[config.mk]
export PLATFORM = sky130hd
export DESIGN_NAME = psb_agent
export DESIGN_NICKNAME = d
export VERILOG_FILES = /design/src/rtl/psb_pkg.sv /design/src/rtl/psb_agent.sv
export SDC_FILE = /design/constraint.sdc
export NUM_CORES = 1
export LEC_CHECK = 0
export ABC_AREA = 1
export BUFFER_PORTS_ARGS = -buffer_cell sky130_fd_sc_hd__buf_2
export CORE_MARGIN = 1
export CORE_UTILIZATION = 35
export DETAILED_ROUTE_END_ITERATION = 16
export PLACE_DENSITY = 0.6
export SLEW_MARGIN = 10
export SYNTH_ARGS = -nofsm -noshare
export SYNTH_HDL_FRONTEND = slang
export SYNTH_SLANG_ARGS = --single-unit
[constraint.sdc]
create_clock -name mclk -period 1.7 [get_ports mclk]
set_clock_uncertainty 0.05 [all_clocks]
set_input_delay 0.085 -clock mclk [delete_from_list [all_inputs] [get_ports mclk]]
set_output_delay 0.085 -clock mclk [all_outputs]
set_load 0.005 [all_outputs]
[src/rtl/psb_pkg.sv]
package psb_pkg;
	localparam logic [3:0] CMD_IO_READ = 4'h2;
	localparam logic [3:0] CMD_IO_WRITE = 4'h3;
	localparam logic [3:0] CMD_MEM_WRITE = 4'h7;
	localparam logic [3:0] CMD_MEM_READ = 4'h6;
	localparam int DEVSEL_TIMEOUT = 6;
	localparam int NUM_IRQ = 4;
	localparam int IRQ_ABORT = 0;
	localparam int IRQ_PERR = 1;
	localparam logic [2:0] TMO_ZERO = 3'h0;
	typedef enum logic [2:0] {
		MS_IDLE = 3'b000,
		MS_REQ = 3'b001,
		MS_ADDR = 3'b011,
		MS_WAIT = 3'b010,
		MS_DATA = 3'b110,
		MS_DONE = 3'b111
	} psb_mst_t;
	typedef enum logic [1:0] {
		TS_IDLE = 2'b00,
		TS_SEL = 2'b01,
		TS_LAST = 2'b11
	} psb_tgt_t;
endpackage

[src/rtl/psb_agent.sv]
`timescale 1ns/10ps
module psb_agent
	import psb_pkg::*;
#(
	parameter int TMO_CYCLES = DEVSEL_TIMEOUT
) (
	// clock and reset
	input wire logic mclk,
	input wire logic nrst,
	// bus inputs from pins, active low except ad, cbe, par and idsel
	input wire logic [31:0] ad_i,
	input wire logic [3:0] cbe_i,
	input wire logic par_i,
	input wire logic frame_n_i,
	input wire logic irdy_n_i,
	input wire logic trdy_n_i,
	input wire logic stop_n_i,
	input wire logic devsel_n_i,
	input wire logic idsel_i,
	input wire logic gnt_n_i,
	// bus outputs with enables
	output logic frame_n_o,
	output logic frame_oe,
	output logic irdy_n_o,
	output logic irdy_oe,
	output logic trdy_n_o,
	output logic trdy_oe,
	output logic stop_n_o,
	output logic stop_oe,
	output logic devsel_n_o,
	output logic devsel_oe,
	output logic perr_n_o,
	output logic perr_oe,
	output logic serr_n_o,
	output logic serr_oe,
	output logic req_n_o,
	output logic req_oe,
	output logic inta_n_o,
	output logic inta_oe,
	output logic transmit_driver_enable,
	// user side
	input wire logic mst_start,
	input wire logic tgt_stop_req,
	input wire logic fatal_err,
	input wire logic [NUM_IRQ-1:0] irq_mask,
	input wire logic [NUM_IRQ-1:0] irq_ack,
	input wire logic [NUM_IRQ-3:0] irq_ext,
	output logic mst_busy,
	output logic mst_abort,
	output logic cfg_access,
	output logic cfg_write,
	output logic [NUM_IRQ-1:0] irq_status
);
	typedef struct packed {
		logic [31:0] ad1;
		logic [31:0] ad2;
		logic [3:0] cbe1;
		logic [3:0] cbe2;
		logic par1;
		logic par2;
		logic frame1;
		logic frame2;
		logic irdy1;
		logic irdy2;
		logic trdy1;
		logic trdy2;
		logic stop1;
		logic stop2;
		logic devsel1;
		logic devsel2;
		logic idsel1;
		logic idsel2;
		logic gnt1;
		logic gnt2;
		logic frame_prev;
		logic par_chk;
		logic par_chk_d;
		psb_mst_t ms;
		psb_tgt_t ts;
		logic [2:0] tmo;
		logic req;
		logic mframe;
		logic mirdy;
		logic mact;
		logic devsel;
		logic trdy;
		logic stop;
		logic topen;
		logic perr;
		logic serr;
		logic abort;
		logic cfg;
		logic cfgw;
		logic [NUM_IRQ-1:0] irq;
		logic inta;
	} psb_state_t;

	psb_state_t st_ff;
	psb_state_t nxt_st;
	logic [NUM_IRQ-1:0] irq_set;
	logic addr_phase;
	logic tgt_done;

	always_comb begin
		nxt_st = st_ff;
		// two-flop synchronisers; only stage 2 is read
		nxt_st.ad1 = ad_i;
		nxt_st.ad2 = st_ff.ad1;
		nxt_st.cbe1 = cbe_i;
		nxt_st.cbe2 = st_ff.cbe1;
		nxt_st.par1 = par_i;
		nxt_st.par2 = st_ff.par1;
		nxt_st.frame1 = frame_n_i;
		nxt_st.frame2 = st_ff.frame1;
		nxt_st.irdy1 = irdy_n_i;
		nxt_st.irdy2 = st_ff.irdy1;
		nxt_st.trdy1 = trdy_n_i;
		nxt_st.trdy2 = st_ff.trdy1;
		nxt_st.stop1 = stop_n_i;
		nxt_st.stop2 = st_ff.stop1;
		nxt_st.devsel1 = devsel_n_i;
		nxt_st.devsel2 = st_ff.devsel1;
		nxt_st.idsel1 = idsel_i;
		nxt_st.idsel2 = st_ff.idsel1;
		nxt_st.gnt1 = gnt_n_i;
		nxt_st.gnt2 = st_ff.gnt1;
		nxt_st.frame_prev = st_ff.frame2;
		addr_phase = st_ff.frame_prev && !st_ff.frame2 && !st_ff.mact;
		// even parity: held one clock, compared with parity arriving a clock later
		nxt_st.par_chk = ^{st_ff.ad2, st_ff.cbe2};
		nxt_st.par_chk_d = st_ff.par_chk;
		nxt_st.perr = (st_ff.par_chk != st_ff.par2) && !st_ff.frame_prev;
		nxt_st.serr = fatal_err;
		// target side
		tgt_done = !st_ff.irdy2 && (st_ff.trdy || st_ff.stop);
		case (st_ff.ts)
		TS_IDLE: begin
			if (addr_phase && st_ff.idsel2
				&& (st_ff.cbe2 == CMD_IO_READ || st_ff.cbe2 == CMD_IO_WRITE)) begin
				nxt_st.ts = TS_SEL;
				nxt_st.devsel = 1'b1;
				nxt_st.topen = 1'b1;
				nxt_st.cfgw = (st_ff.cbe2 == CMD_IO_WRITE);
			end
		end
		TS_SEL: begin
			nxt_st.trdy = 1'b1;
			nxt_st.stop = tgt_stop_req;
			if (tgt_done) begin
				nxt_st.trdy = 1'b0;
				nxt_st.stop = st_ff.stop && !st_ff.frame2;
				nxt_st.ts = st_ff.frame2 ? TS_LAST : TS_SEL;
			end
		end
		TS_LAST: begin
			nxt_st.devsel = 1'b0;
			nxt_st.trdy = 1'b0;
			nxt_st.stop = 1'b0;
			nxt_st.ts = TS_IDLE;
		end
		default: nxt_st.ts = TS_IDLE;
		endcase
		nxt_st.cfg = (st_ff.ts == TS_SEL) && tgt_done;
		nxt_st.topen = (nxt_st.ts != TS_IDLE);
		// master side
		nxt_st.abort = 1'b0;
		case (st_ff.ms)
		MS_IDLE: begin
			nxt_st.req = 1'b0;
			if (mst_start) begin
				nxt_st.ms = MS_REQ;
				nxt_st.req = 1'b1;
			end
		end
		MS_REQ: begin
			if (!st_ff.gnt2 && st_ff.frame2 && st_ff.irdy2) begin
				nxt_st.ms = MS_ADDR;
				nxt_st.mframe = 1'b1;
				nxt_st.mact = 1'b1;
				nxt_st.req = 1'b0;
			end
		end
		MS_ADDR: begin
			nxt_st.ms = MS_WAIT;
			nxt_st.mirdy = 1'b1;
			nxt_st.mframe = 1'b0;
			nxt_st.tmo = TMO_ZERO;
		end
		MS_WAIT: begin
			nxt_st.tmo = st_ff.tmo + 3'h1;
			if (!st_ff.devsel2) begin
				nxt_st.ms = MS_DATA;
			end else if (st_ff.tmo == 3'(TMO_CYCLES - 1)) begin
				nxt_st.ms = MS_DONE;
				nxt_st.abort = 1'b1;
			end
		end
		MS_DATA: begin
			if ((!st_ff.trdy2 || !st_ff.stop2) && !st_ff.irdy2) begin
				nxt_st.ms = MS_DONE;
			end
		end
		MS_DONE: begin
			nxt_st.mirdy = 1'b0;
			nxt_st.mact = 1'b0;
			nxt_st.ms = MS_IDLE;
		end
		default: nxt_st.ms = MS_IDLE;
		endcase
		// sticky status; set wins over ack
		irq_set = '0;
		irq_set[IRQ_ABORT] = nxt_st.abort;
		irq_set[IRQ_PERR] = nxt_st.perr;
		irq_set[NUM_IRQ-1:2] = irq_ext;
		nxt_st.irq = (st_ff.irq & ~irq_ack) | irq_set;
		nxt_st.inta = |(nxt_st.irq & ~irq_mask);
	end

	// reset forces all strobes inactive, registers on rising edge
	always_ff @(posedge mclk or negedge nrst) begin
		if (!nrst) begin
			st_ff <= '0;
			st_ff.frame1 <= 1'b1;
			st_ff.frame2 <= 1'b1;
			st_ff.frame_prev <= 1'b1;
			st_ff.irdy1 <= 1'b1;
			st_ff.irdy2 <= 1'b1;
			st_ff.trdy1 <= 1'b1;
			st_ff.trdy2 <= 1'b1;
			st_ff.stop1 <= 1'b1;
			st_ff.stop2 <= 1'b1;
			st_ff.devsel1 <= 1'b1;
			st_ff.devsel2 <= 1'b1;
			st_ff.gnt1 <= 1'b1;
			st_ff.gnt2 <= 1'b1;
			st_ff.ms <= MS_IDLE;
			st_ff.ts <= TS_IDLE;
		end else begin
			st_ff <= nxt_st;
		end
	end

	// pin outputs, released during reset; driver enable high only in reset
	always_ff @(posedge mclk or negedge nrst) begin
		if (!nrst) begin
			frame_n_o <= 1'b1;
			frame_oe <= 1'b0;
			irdy_n_o <= 1'b1;
			irdy_oe <= 1'b0;
			trdy_n_o <= 1'b1;
			trdy_oe <= 1'b0;
			stop_n_o <= 1'b1;
			stop_oe <= 1'b0;
			devsel_n_o <= 1'b1;
			devsel_oe <= 1'b0;
			perr_n_o <= 1'b1;
			perr_oe <= 1'b0;
			serr_n_o <= 1'b1;
			serr_oe <= 1'b0;
			req_n_o <= 1'b1;
			req_oe <= 1'b0;
			inta_n_o <= 1'b1;
			inta_oe <= 1'b0;
			transmit_driver_enable <= 1'b1;
			mst_busy <= 1'b0;
			mst_abort <= 1'b0;
			cfg_access <= 1'b0;
			cfg_write <= 1'b0;
			irq_status <= '0;
		end else begin
			frame_n_o <= !nxt_st.mframe;
			frame_oe <= nxt_st.mact;
			irdy_n_o <= !nxt_st.mirdy;
			irdy_oe <= nxt_st.mact;
			trdy_n_o <= !nxt_st.trdy;
			trdy_oe <= nxt_st.topen;
			stop_n_o <= !nxt_st.stop;
			stop_oe <= nxt_st.topen;
			devsel_n_o <= !nxt_st.devsel;
			devsel_oe <= nxt_st.topen;
			perr_n_o <= !nxt_st.perr;
			perr_oe <= 1'b1;
			serr_n_o <= 1'b0; // open drain: only the enable moves
			serr_oe <= nxt_st.serr;
			req_n_o <= !nxt_st.req;
			req_oe <= 1'b1;
			inta_n_o <= 1'b0;
			inta_oe <= nxt_st.inta;
			transmit_driver_enable <= 1'b0;
			mst_busy <= (nxt_st.ms != MS_IDLE);
			mst_abort <= nxt_st.abort;
			cfg_access <= nxt_st.cfg;
			cfg_write <= nxt_st.cfg && nxt_st.cfgw;
			irq_status <= nxt_st.irq;
		end
	end

	chk_abort_raises_irq: assert property (@(posedge mclk) disable iff (!nrst)
		mst_abort |-> inta_oe || irq_mask[IRQ_ABORT]) else $error("abort without irq");
	chk_req_idle_low: assert property (@(posedge mclk) disable iff (!nrst)
		(st_ff.ms == MS_IDLE) && !mst_start |=> req_n_o) else $error("req while idle");
	chk_req_frame_free: assert property (@(posedge mclk) disable iff (!nrst)
		$rose(st_ff.mact) |-> $past(st_ff.frame2)) else $error("start over busy frame");
	chk_devsel_after_addr: assert property (@(posedge mclk) disable iff (!nrst)
		$rose(st_ff.devsel) |-> $past(st_ff.idsel2)) else $error("devsel without idsel");
	chk_perr_on_mismatch: assert property (@(posedge mclk) disable iff (!nrst)
		!perr_n_o |-> $past((st_ff.par_chk != st_ff.par2) && !st_ff.frame_prev))
		else $error("bad perr");
	chk_serr_follows: assert property (@(posedge mclk) disable iff (!nrst)
		fatal_err |=> serr_oe) else $error("serr missing");
	chk_inta_clear: assert property (@(posedge mclk) disable iff (!nrst)
		!(|(irq_status & ~$past(irq_mask))) |-> !inta_oe) else $error("inta stuck");
	chk_transmit_driver_enable_low: assert property (@(posedge mclk) disable iff (!nrst)
		$past(nrst) |-> !transmit_driver_enable) else $error("driver enable high");
	chk_abort_timeout: assert property (@(posedge mclk) disable iff (!nrst)
		((st_ff.ms == MS_WAIT) && st_ff.devsel2) [*6] |=> st_ff.ms == MS_DONE)
		else $error("no abort after timeout");
endmodule

==> results.toml, run 1 <==
[status]
outcome = "finished clean"

[sta]
period_minus_slack_ns = 1.56
finalMaxSlewViolations = 0
setup_viol = 0
fmax_ghz = 0.643
fin_tns_setup_ns = 0
rsz0062_at_grt = "false"
fin_crit_sh = 0.915
hold_viol_final = 0

[yosys]
yosys_warnings = 0
seq_area_frac_synth = 0.678
synth.net_count = 519
postSynthCellCount = 451
synth_cell_type_count = 31
ys_seq_elements = 126
synth_area_um2 = 4690
synth_area_per_cell_um2 = 10.4

[placed_design]
dp.cells = 701
gp_congestion = 0.767
dp_hpwl_mm = 5.86
place.port_buffers = 85

[setup_path]
worstPathRequired_ns = 1.95
startpoint = "st_ff[47]"
slowest_delay_ns = 0.32
endpoint_kind = "register"
cp.arrival_ns = 1.80
path_cells = "inv_1 -> ha_1 -> xnor2_2 -> nand3_1 -> nand2_1 -> nand2_1 -> nand2_1 -> nand3_1 -> nand3_1 -> nand2_1"
critPathKind = "register to register"
cp-start-kind = "register"
r2r_start = "st_ff[47]"
critPathSlowestCell = "dfrtp_1"
reg2reg_depth = 10
cpMostUsedCell = "nand2_1"
path_max_fanout = 3

[global_routing]
grt_pass1_wl_mm = 14.9
grt_max_degree = 43
track_usage = 0.140
antenna_found_initial = 0
gr-total-overflow = 0
grt_pass1_vias = 3389

[power]
ir_drop_mv = 0.881
leakagePower_nw = 3.39
powerDensity_nw_per_um2 = 1300

[clock_network]
root_buffer = "clkbuf_16"
numCtsBuffers = 17
clock_latency_ns = 0.41
cts_tree = "yes"
clk_pin_slew_worst_paths_ns = 0.05
clock_path_buffers = 2
cts_sinks = 126
h-tree-depth = 4
postCtsSetupRepairBufs = 0

[final_layout]
max_flop_register = "st_ff"
diodes = 0
largest_reg_flops = 59
drive_gt1_frac = 0.276
area_growth_pct = 38.5
final_cells = 792
utilization = 0.507
multi_input_area_um2 = 1200
regArea_um2 = 3180
final_nets = 675
fillers = 1142

[floorplan]
core_um2 = 12800
io_pins = 86
rows = 41
die_w_um = 118
die_height_um = 118
dieArea_um2 = 13900
start_util = 0.366

[route]
vias = 3288
drc = 0
avgViaCountPerCell = 4.15
routed_wirelength_mm = 8.68
ant_nets = 0
wire_per_inst_um = 11.0
drt-initial-drc-count = 92
dr.pass1.iters = 4

[worst_hold_path]
holdCritPathClass = "input pin to register"
min_from = "irq_ext[1]"
whs_path_depth = 4

[run]
drv_cap = 0
-- worst max-delay path: cells and delay by family (launching register included) --
family / cells / cell delay (ns)
xor gates and xnor gates: 1 / 0.20
adders and majority gates: 1 / 0.31
buffers and inverters: 1 / 0.04
DFF: 1 / 0.32
and+or+nand+nor: 7 / 0.52
-- through the flow --
step	worst slack, ns	area [um^2]	hold slack (ns)	power, mW
global placement	0.159	5310	0.0151	4.81
finish	0.144	6500	0.0156	8.43
detailed placement	0.0791	5310	0.0259	4.87
floorplan	0.223	4690	-0.261	4.44
global route	0.00143	6500	0.0172	8.91
CTS	0.0601	6480	0.00267	8.54
-- final cells by class --
class / instances / area share
clock buffer: 18 / 0.0676
clock inverter: 14 / 0.0219
inverter: 69 / 0.0398
multi-input combinational: 246 / 0.184
sequential: 126 / 0.489
tap: 172 / 0.0331
timing repair buffer: 147 / 0.164
-- cell usage in the layout (no fill, tap or decap), drive strengths merged, types with 8 or more instances in the layout --
master,netlist,layout
o21ai,11,11
dlygate4sd3,0,59
dfstp,21,21
inv,69,70
nor2,10,10
nand2,170,170
a21oi,8,8
clkinv,0,8
dfrtp,105,105
ha,9,9
clkbuf,0,18
buf,10,88
nand3,14,14
-- what timing repair did --
| item | 4_1_cts | 5_1_grt |
|---|---|---|
| resized for setup | 0 | 3 |
| endpoints found under the hold margin | 155 | 0 |
| endpoints found under the setup margin | 0 | 1 |
| hold buffers | 59 | 0 |
-- routing by layer --
| layer | track usage | vias up | wire length [um] |
|---|---|---|---|
| li1 | - | 1674 | - |
| met1 | 0.158 | 1533 | 3720 |
| met2 | 0.236 | 67 | 4410 |
| met3 | 0.0470 | 14 | 359 |
| met4 | 0.0681 | 0 | 187 |
| met5 | 0 | - | 0 |
-- power breakdown --
group | switching (mW) | internal, mW | leakage, nW
combinational | 0.739 | 0.579 | 1.64
sequential | 0.194 | 3.43 | 1.47
clock | 1.30 | 2.19 | 0.282
total | 2.23 | 6.20 | 3.39
-- cell usage after synthesis, drive strengths merged --
| cell type | number | area (um^2) |
|---|---|---|
| nand2 | 170 | 673 |
| dfrtp | 105 | 2630 |
| inv | 69 | 259 |
| dfstp | 21 | 552 |
| nand3 | 14 | 70.1 |
| o21ai | 11 | 62.6 |
| buf | 10 | 75.1 |
| nor2 | 10 | 42.5 |
| ha | 9 | 113 |
| a21oi | 8 | 43.8 |
| a22oi | 3 | 22.5 |
| nand4 | 3 | 25.0 |
| o21bai | 3 | 22.5 |
| conb | 2 | 7.51 |
| nor3 | 2 | 10.0 |
| xnor2 | 2 | 17.5 |
| xor2 | 2 | 17.5 |
| a21boi | 1 | 7.51 |
| o2111ai | 1 | 8.76 |
| o211ai | 1 | 7.51 |
| o21a | 1 | 7.51 |
| o22ai | 1 | 6.26 |
| o31ai | 1 | 7.51 |
| or2 | 1 | 6.26 |
-- logic make-up (layout without fill, tap and decap cells) --
family          after synthesis  in the layout  synth area share
other cells                   2              2           0.00160
flops                       126            126             0.678
xor+xnor                      4              4           0.00747
simple gates                200            200             0.176
buf+inv                      79            248            0.0712
fa+ha+maj                     9              9            0.0240
compound gates               31             31            0.0419
-- final timing paths --
check,slack [ns],endpoint
hold reg to reg,0.29,st_ff[64]
min in group asynchronous,0.13,nxt_st[70]
max in group asynchronous,0.83,nxt_st[35]
setup reg to reg,0.14,nxt_st[26]
setup / recovery,0.14,nxt_st[26]
hold / removal,0.02,inta_oe
(Power assumes the default switching activity.)
==> run 2, diff against run 1 <==
--- a/config.mk
+++ b/config.mk
@@ -11,6 +11,7 @@
 export CORE_UTILIZATION = 35
 export DETAILED_ROUTE_END_ITERATION = 16
 export PLACE_DENSITY = 0.6
+export SKIP_CTS_REPAIR_TIMING = 1
 export SLEW_MARGIN = 10
 export SYNTH_ARGS = -nofsm -noshare
 export SYNTH_HDL_FRONTEND = slang
==> constraint.sdc (replaced) <==
create_clock -name mclk -period 1.7 [get_ports mclk]
set_clock_uncertainty 0.05 [all_clocks]
set_input_delay 0.34 -clock mclk [delete_from_list [all_inputs] [get_ports mclk]]
set_output_delay 0.34 -clock mclk [all_outputs]
set_load 0.005 [all_outputs]
==> results.toml, run 2 (synthesis results as in run 1) <==
[floorplan]
die_height_um = 118
dieArea_um2 = 13900
core_um2 = 12800
start_util = 0.366
io_pins = 86
die_w_um = 118
rows = 41

[final_layout]
utilization = 0.496
fin_area_um2 = 6360
diodes = 0
area_growth_pct = 35.5
drive_gt1_frac = 0.280
largest_reg_flops = 59
fillers = 1188
final_nets = 663
layout.cells.most_common = "nand2_1"
max_flop_register = "st_ff"
mostFrequentLayoutCells = "155 x nand2_1, 105 x dfrtp_1, 84 x buf_2"

[placed_design]
dp_hpwl_mm = 5.97
place_area_um2 = 5320
gp_congestion = 0.785
place.port_buffers = 85

[sta]
fin_tns_setup_ns = 0
rsz0062_at_grt = "false"
fin_crit_sh = 0.927
finalMaxSlewViolations = 0
whs_ns = 0.00359
hold_viol_final = 0
setup_viol = 0
fmax_ghz = 0.635
period_minus_slack_ns = 1.58

[global_routing]
gr-total-overflow = 0
antenna_found_initial = 0
grt_max_degree = 39
grt_pass1_vias = 3096
track_usage = 0.131
grt_pass1_wl_mm = 14.0

[setup_path]
r2r-end = "cfg_write"
critPathKind = "register to register"
startpoint = "st_ff[45]"
cp.arrival_ns = 1.84
critPathSlowestCell = "dfrtp_1"
reg2reg_depth = 7
worstPathRequired_ns = 1.97
path_cells = "buf_4 -> ha_1 -> o211ai_1 -> nor2_1 -> inv_1 -> nand2_1 -> a21boi_0"
cp-start-kind = "register"
r2r_start = "st_ff[45]"
r2r_slack_ns = 0.12
endpoint_kind = "register"
path_max_fanout = 4
slowest_delay_ns = 0.38

[run]
drv_cap = 0

[clock_network]
clk_pin_slew_worst_paths_ns = 0.05
numCtsBuffers = 17
cts_sinks = 126
root_buffer = "clkbuf_16"
h-tree-depth = 4
clock_latency_ns = 0.41
clock_path_buffers = 2
cts_tree = "yes"

[route]
drt-initial-drc-count = 168
wl_met3_um = 361
vias = 3234
drt-met1-wl_mm = 3.72
top_layer = "met4"
avgViaCountPerCell = 4.15
routed_wirelength_mm = 8.42
drc = 0
ant_nets = 0
dr_wl_met2_mm = 4.20
dr.pass1.iters = 4
wire_per_inst_um = 10.8

[power]
ir_drop_mv = 0.755
powerDensity_nw_per_um2 = 1300
leakagePower_nw = 3.33
p_total_mw = 8.27

[worst_hold_path]
min_from = "ad_i[27]"
hold_end = "nxt_st[80]"
whs_path_depth = 1
holdCritPathClass = "input pin to register"

[status]
outcome = "finished clean"
[run 2: metal layers]
layer	up-vias	track usage
li1	1648	-
met1	1512	0.154
met2	63	0.211
met3	11	0.0484
met4	0	0.0601
met5	-	0
[run 2: cell type report]
class                      count  area [um^2]  share of cell area
multi-input combinational    246         1200               0.189
clock inverter                 9         86.3              0.0136
sequential                   126         3180               0.500
tap                          172          215              0.0338
timing repair buffer         135          941               0.148
inverter                      69          259              0.0407
clock buffer                  23          478              0.0752
[run 2: power breakdown]
part	internal, mW	switching, mW
logic	0.559	0.719
clock network	2.12	1.24
registers	3.43	0.196
[run 2: worst max-delay path by stage]
stage,endpoint,depth (start not counted)
2_1_floorplan,nxt_st[26],10
3_3_place_gp,nxt_st[26],10
3_5_place_dp,nxt_st[26],10
4_1_cts,nxt_st[26],10
5_1_grt,cfg_write,7
6_report,cfg_write,7
[run 2: critical path, delay by kind of cell, from the launching register on]
family	cells	cell delay (ns)
AO/OA/AOI/OAI	2	0.43
adder cells (fa/ha/maj)	1	0.20
flip-flops	1	0.38
buffers and inverters	2	0.26
AND/OR/NAND/NOR	2	0.17
[run 2: through the flow]
step / std cells / worst slack [ns]
after CTS: 734 / 0.0773
final: 780 / 0.125
after global placement: 702 / 0.158
after floorplan: 451 / 0.223
after detailed placement: 702 / 0.0855
after global routing: 780 / 0.0104
==> run 3, diff against run 2 <==
--- a/config.mk
+++ b/config.mk
@@ -8,9 +8,10 @@
 export ABC_AREA = 1
 export BUFFER_PORTS_ARGS = -buffer_cell sky130_fd_sc_hd__buf_2
 export CORE_MARGIN = 1
-export CORE_UTILIZATION = 35
+export CORE_UTILIZATION = 55
 export DETAILED_ROUTE_END_ITERATION = 16
-export PLACE_DENSITY = 0.6
+export PLACE_DENSITY = 0.85
+export SETUP_SLACK_MARGIN = 0.3
 export SKIP_CTS_REPAIR_TIMING = 1
 export SLEW_MARGIN = 10
 export SYNTH_ARGS = -nofsm -noshare
==> results.toml, run 3 (synthesis results as in run 1) <==
[placed_design]
post-place-ws_ns = 0.123
place_area_um2 = 5230
dp_hpwl_mm = 5.66
place.port_buffers = 85
dp.cells = 634
gp_congestion = 0.869

[route]
routed_wirelength_mm = 10.5
ant_nets = 0
drc = 0
dr.pass1.iters = 4
drt-initial-drc-count = 202
wire_per_inst_um = 14.6
avgViaCountPerCell = 4.91
vias = 3549

[final_layout]
final_nets = 673
layout.cells.most_common = "nand2_1"
max_flop_register = "st_ff"
area_growth_pct = 39.2
largest_reg_flops = 59
fin_area_um2 = 6530
drive_gt1_frac = 0.328
mostFrequentLayoutCells = "151 x nand2_1, 104 x dfrtp_1, 78 x buf_2"
final_cells = 723
utilization = 0.795
diodes = 0

[floorplan]
dieArea_um2 = 8900
die_w_um = 94.4
start_util = 0.571
core_um2 = 8220
io_pins = 86
die_height_um = 94.4
rows = 33

[power]
p_total_mw = 8.72
p_int_mw = 6.33
ir_drop_mv = 1.27
combPwrFrac = 0.180
seqPwrFrac = 0.422
powerDensity_nw_per_um2 = 1340
p_sw_mw = 2.39
clkPwrFrac = 0.397
leakagePower_nw = 3.44
power.share.switching = 0.274

[clock_network]
root_buffer = "clkbuf_8"
cts_tree = "yes"
h-tree-depth = 4
numCtsBuffers = 17
cts_sinks = 126
clock_latency_ns = 0.52
clock_path_buffers = 2
clk_pin_slew_worst_paths_ns = 0.06

[setup_path]
r2r_slack_ns = 0.08
slowest_delay_ns = 0.55
worstPathRequired_ns = 2.07
critPathKind = "register to register"
cp_top_family = "flip-flops"
cp-start-kind = "register"
cp.arrival_ns = 2.00
crit_buf_inv = 0
path_cells = "nand2_2 -> nor3_2 -> o211ai_1 -> nor2_2 -> nand3_1 -> a21boi_1"
reg2reg_depth = 6
r2r_start = "st_ff[28]"
critPathSlowestCell = "dfstp_2"
r2r-end = "cfg_write"
path_max_fanout = 2
endpoint_kind = "register"

[global_routing]
gr-total-overflow = 0
antenna_found_initial = 0
grt_pass1_wl_mm = 14.3
grt_max_degree = 46
track_usage = 0.221
grt_pass1_vias = 3336

[worst_hold_path]
min_from = "irq_ext[1]"
hold_end = "irq_status[3]"
whs_path_depth = 2
holdCritPathClass = "input pin to register"

[sta]
fin_tns_setup_ns = 0
hold_viol_final = 0
finalMaxSlewViolations = 0
rsz0062_at_grt = "true"
setup_ws_ns = 0.0753
period_minus_slack_ns = 1.62
fmax_ghz = 0.615
fin_crit_sh = 0.956
setup_viol = 0
whs_ns = 0.0248

[run]
drv_cap = 0

[status]
outcome = "finished clean"
## run 3: layout make-up
type,instances,area (um^2)
clock inverter,8,45.0
inverter,69,259
timing repair buffer,145,1070
clock buffer,24,544
fill,447,1690
multi-input combinational,246,1300
tap,105,131
sequential,126,3180
## run 3: worst reg2reg max path, stage by stage, from the launching register on
cell and delay [ns]:
dfstp_2 0.55, nand2_2 0.05, nor3_2 0.11, o211ai_1 0.14, nor2_2 0.21, nand3_1 0.18, a21boi_1 0.24
## run 3: per-layer routing
metal  vias to the layer above  wire (um)  GRT usage
li1                       1674          -          -
met1                      1714       3900      0.245
met2                       126       5850      0.389
met3                        35        462     0.0628
met4                         0        337      0.110
met5                         -          0          0
## run 3: worst max-delay path by stage
stage	slack, ns	depth (start not counted)	to	startpoint
global route	0.009	6	cfg_write	st_ff[28]
floorplan	0.24	11	nxt_st[26]	st_ff[45]
CTS	0.11	11	nxt_st[26]	st_ff[45]
global placement	0.20	11	nxt_st[26]	st_ff[45]
detailed placement	0.12	11	nxt_st[26]	st_ff[45]
finish	0.08	6	cfg_write	st_ff[28]
## run 3: power groups by stage
| stage | combinational (mW) | sequential [mW] | clock [mW] |
|---|---|---|---|
| finish | 1.57 | 3.68 | 3.47 |
| global route | 1.75 | 3.72 | 3.66 |
| CTS | 1.25 | 3.64 | 3.50 |
| detailed placement | 1.21 | 3.67 | 0 |
| global placement | 1.12 | 3.65 | 0 |
| floorplan | 0.796 | 3.64 | 0 |
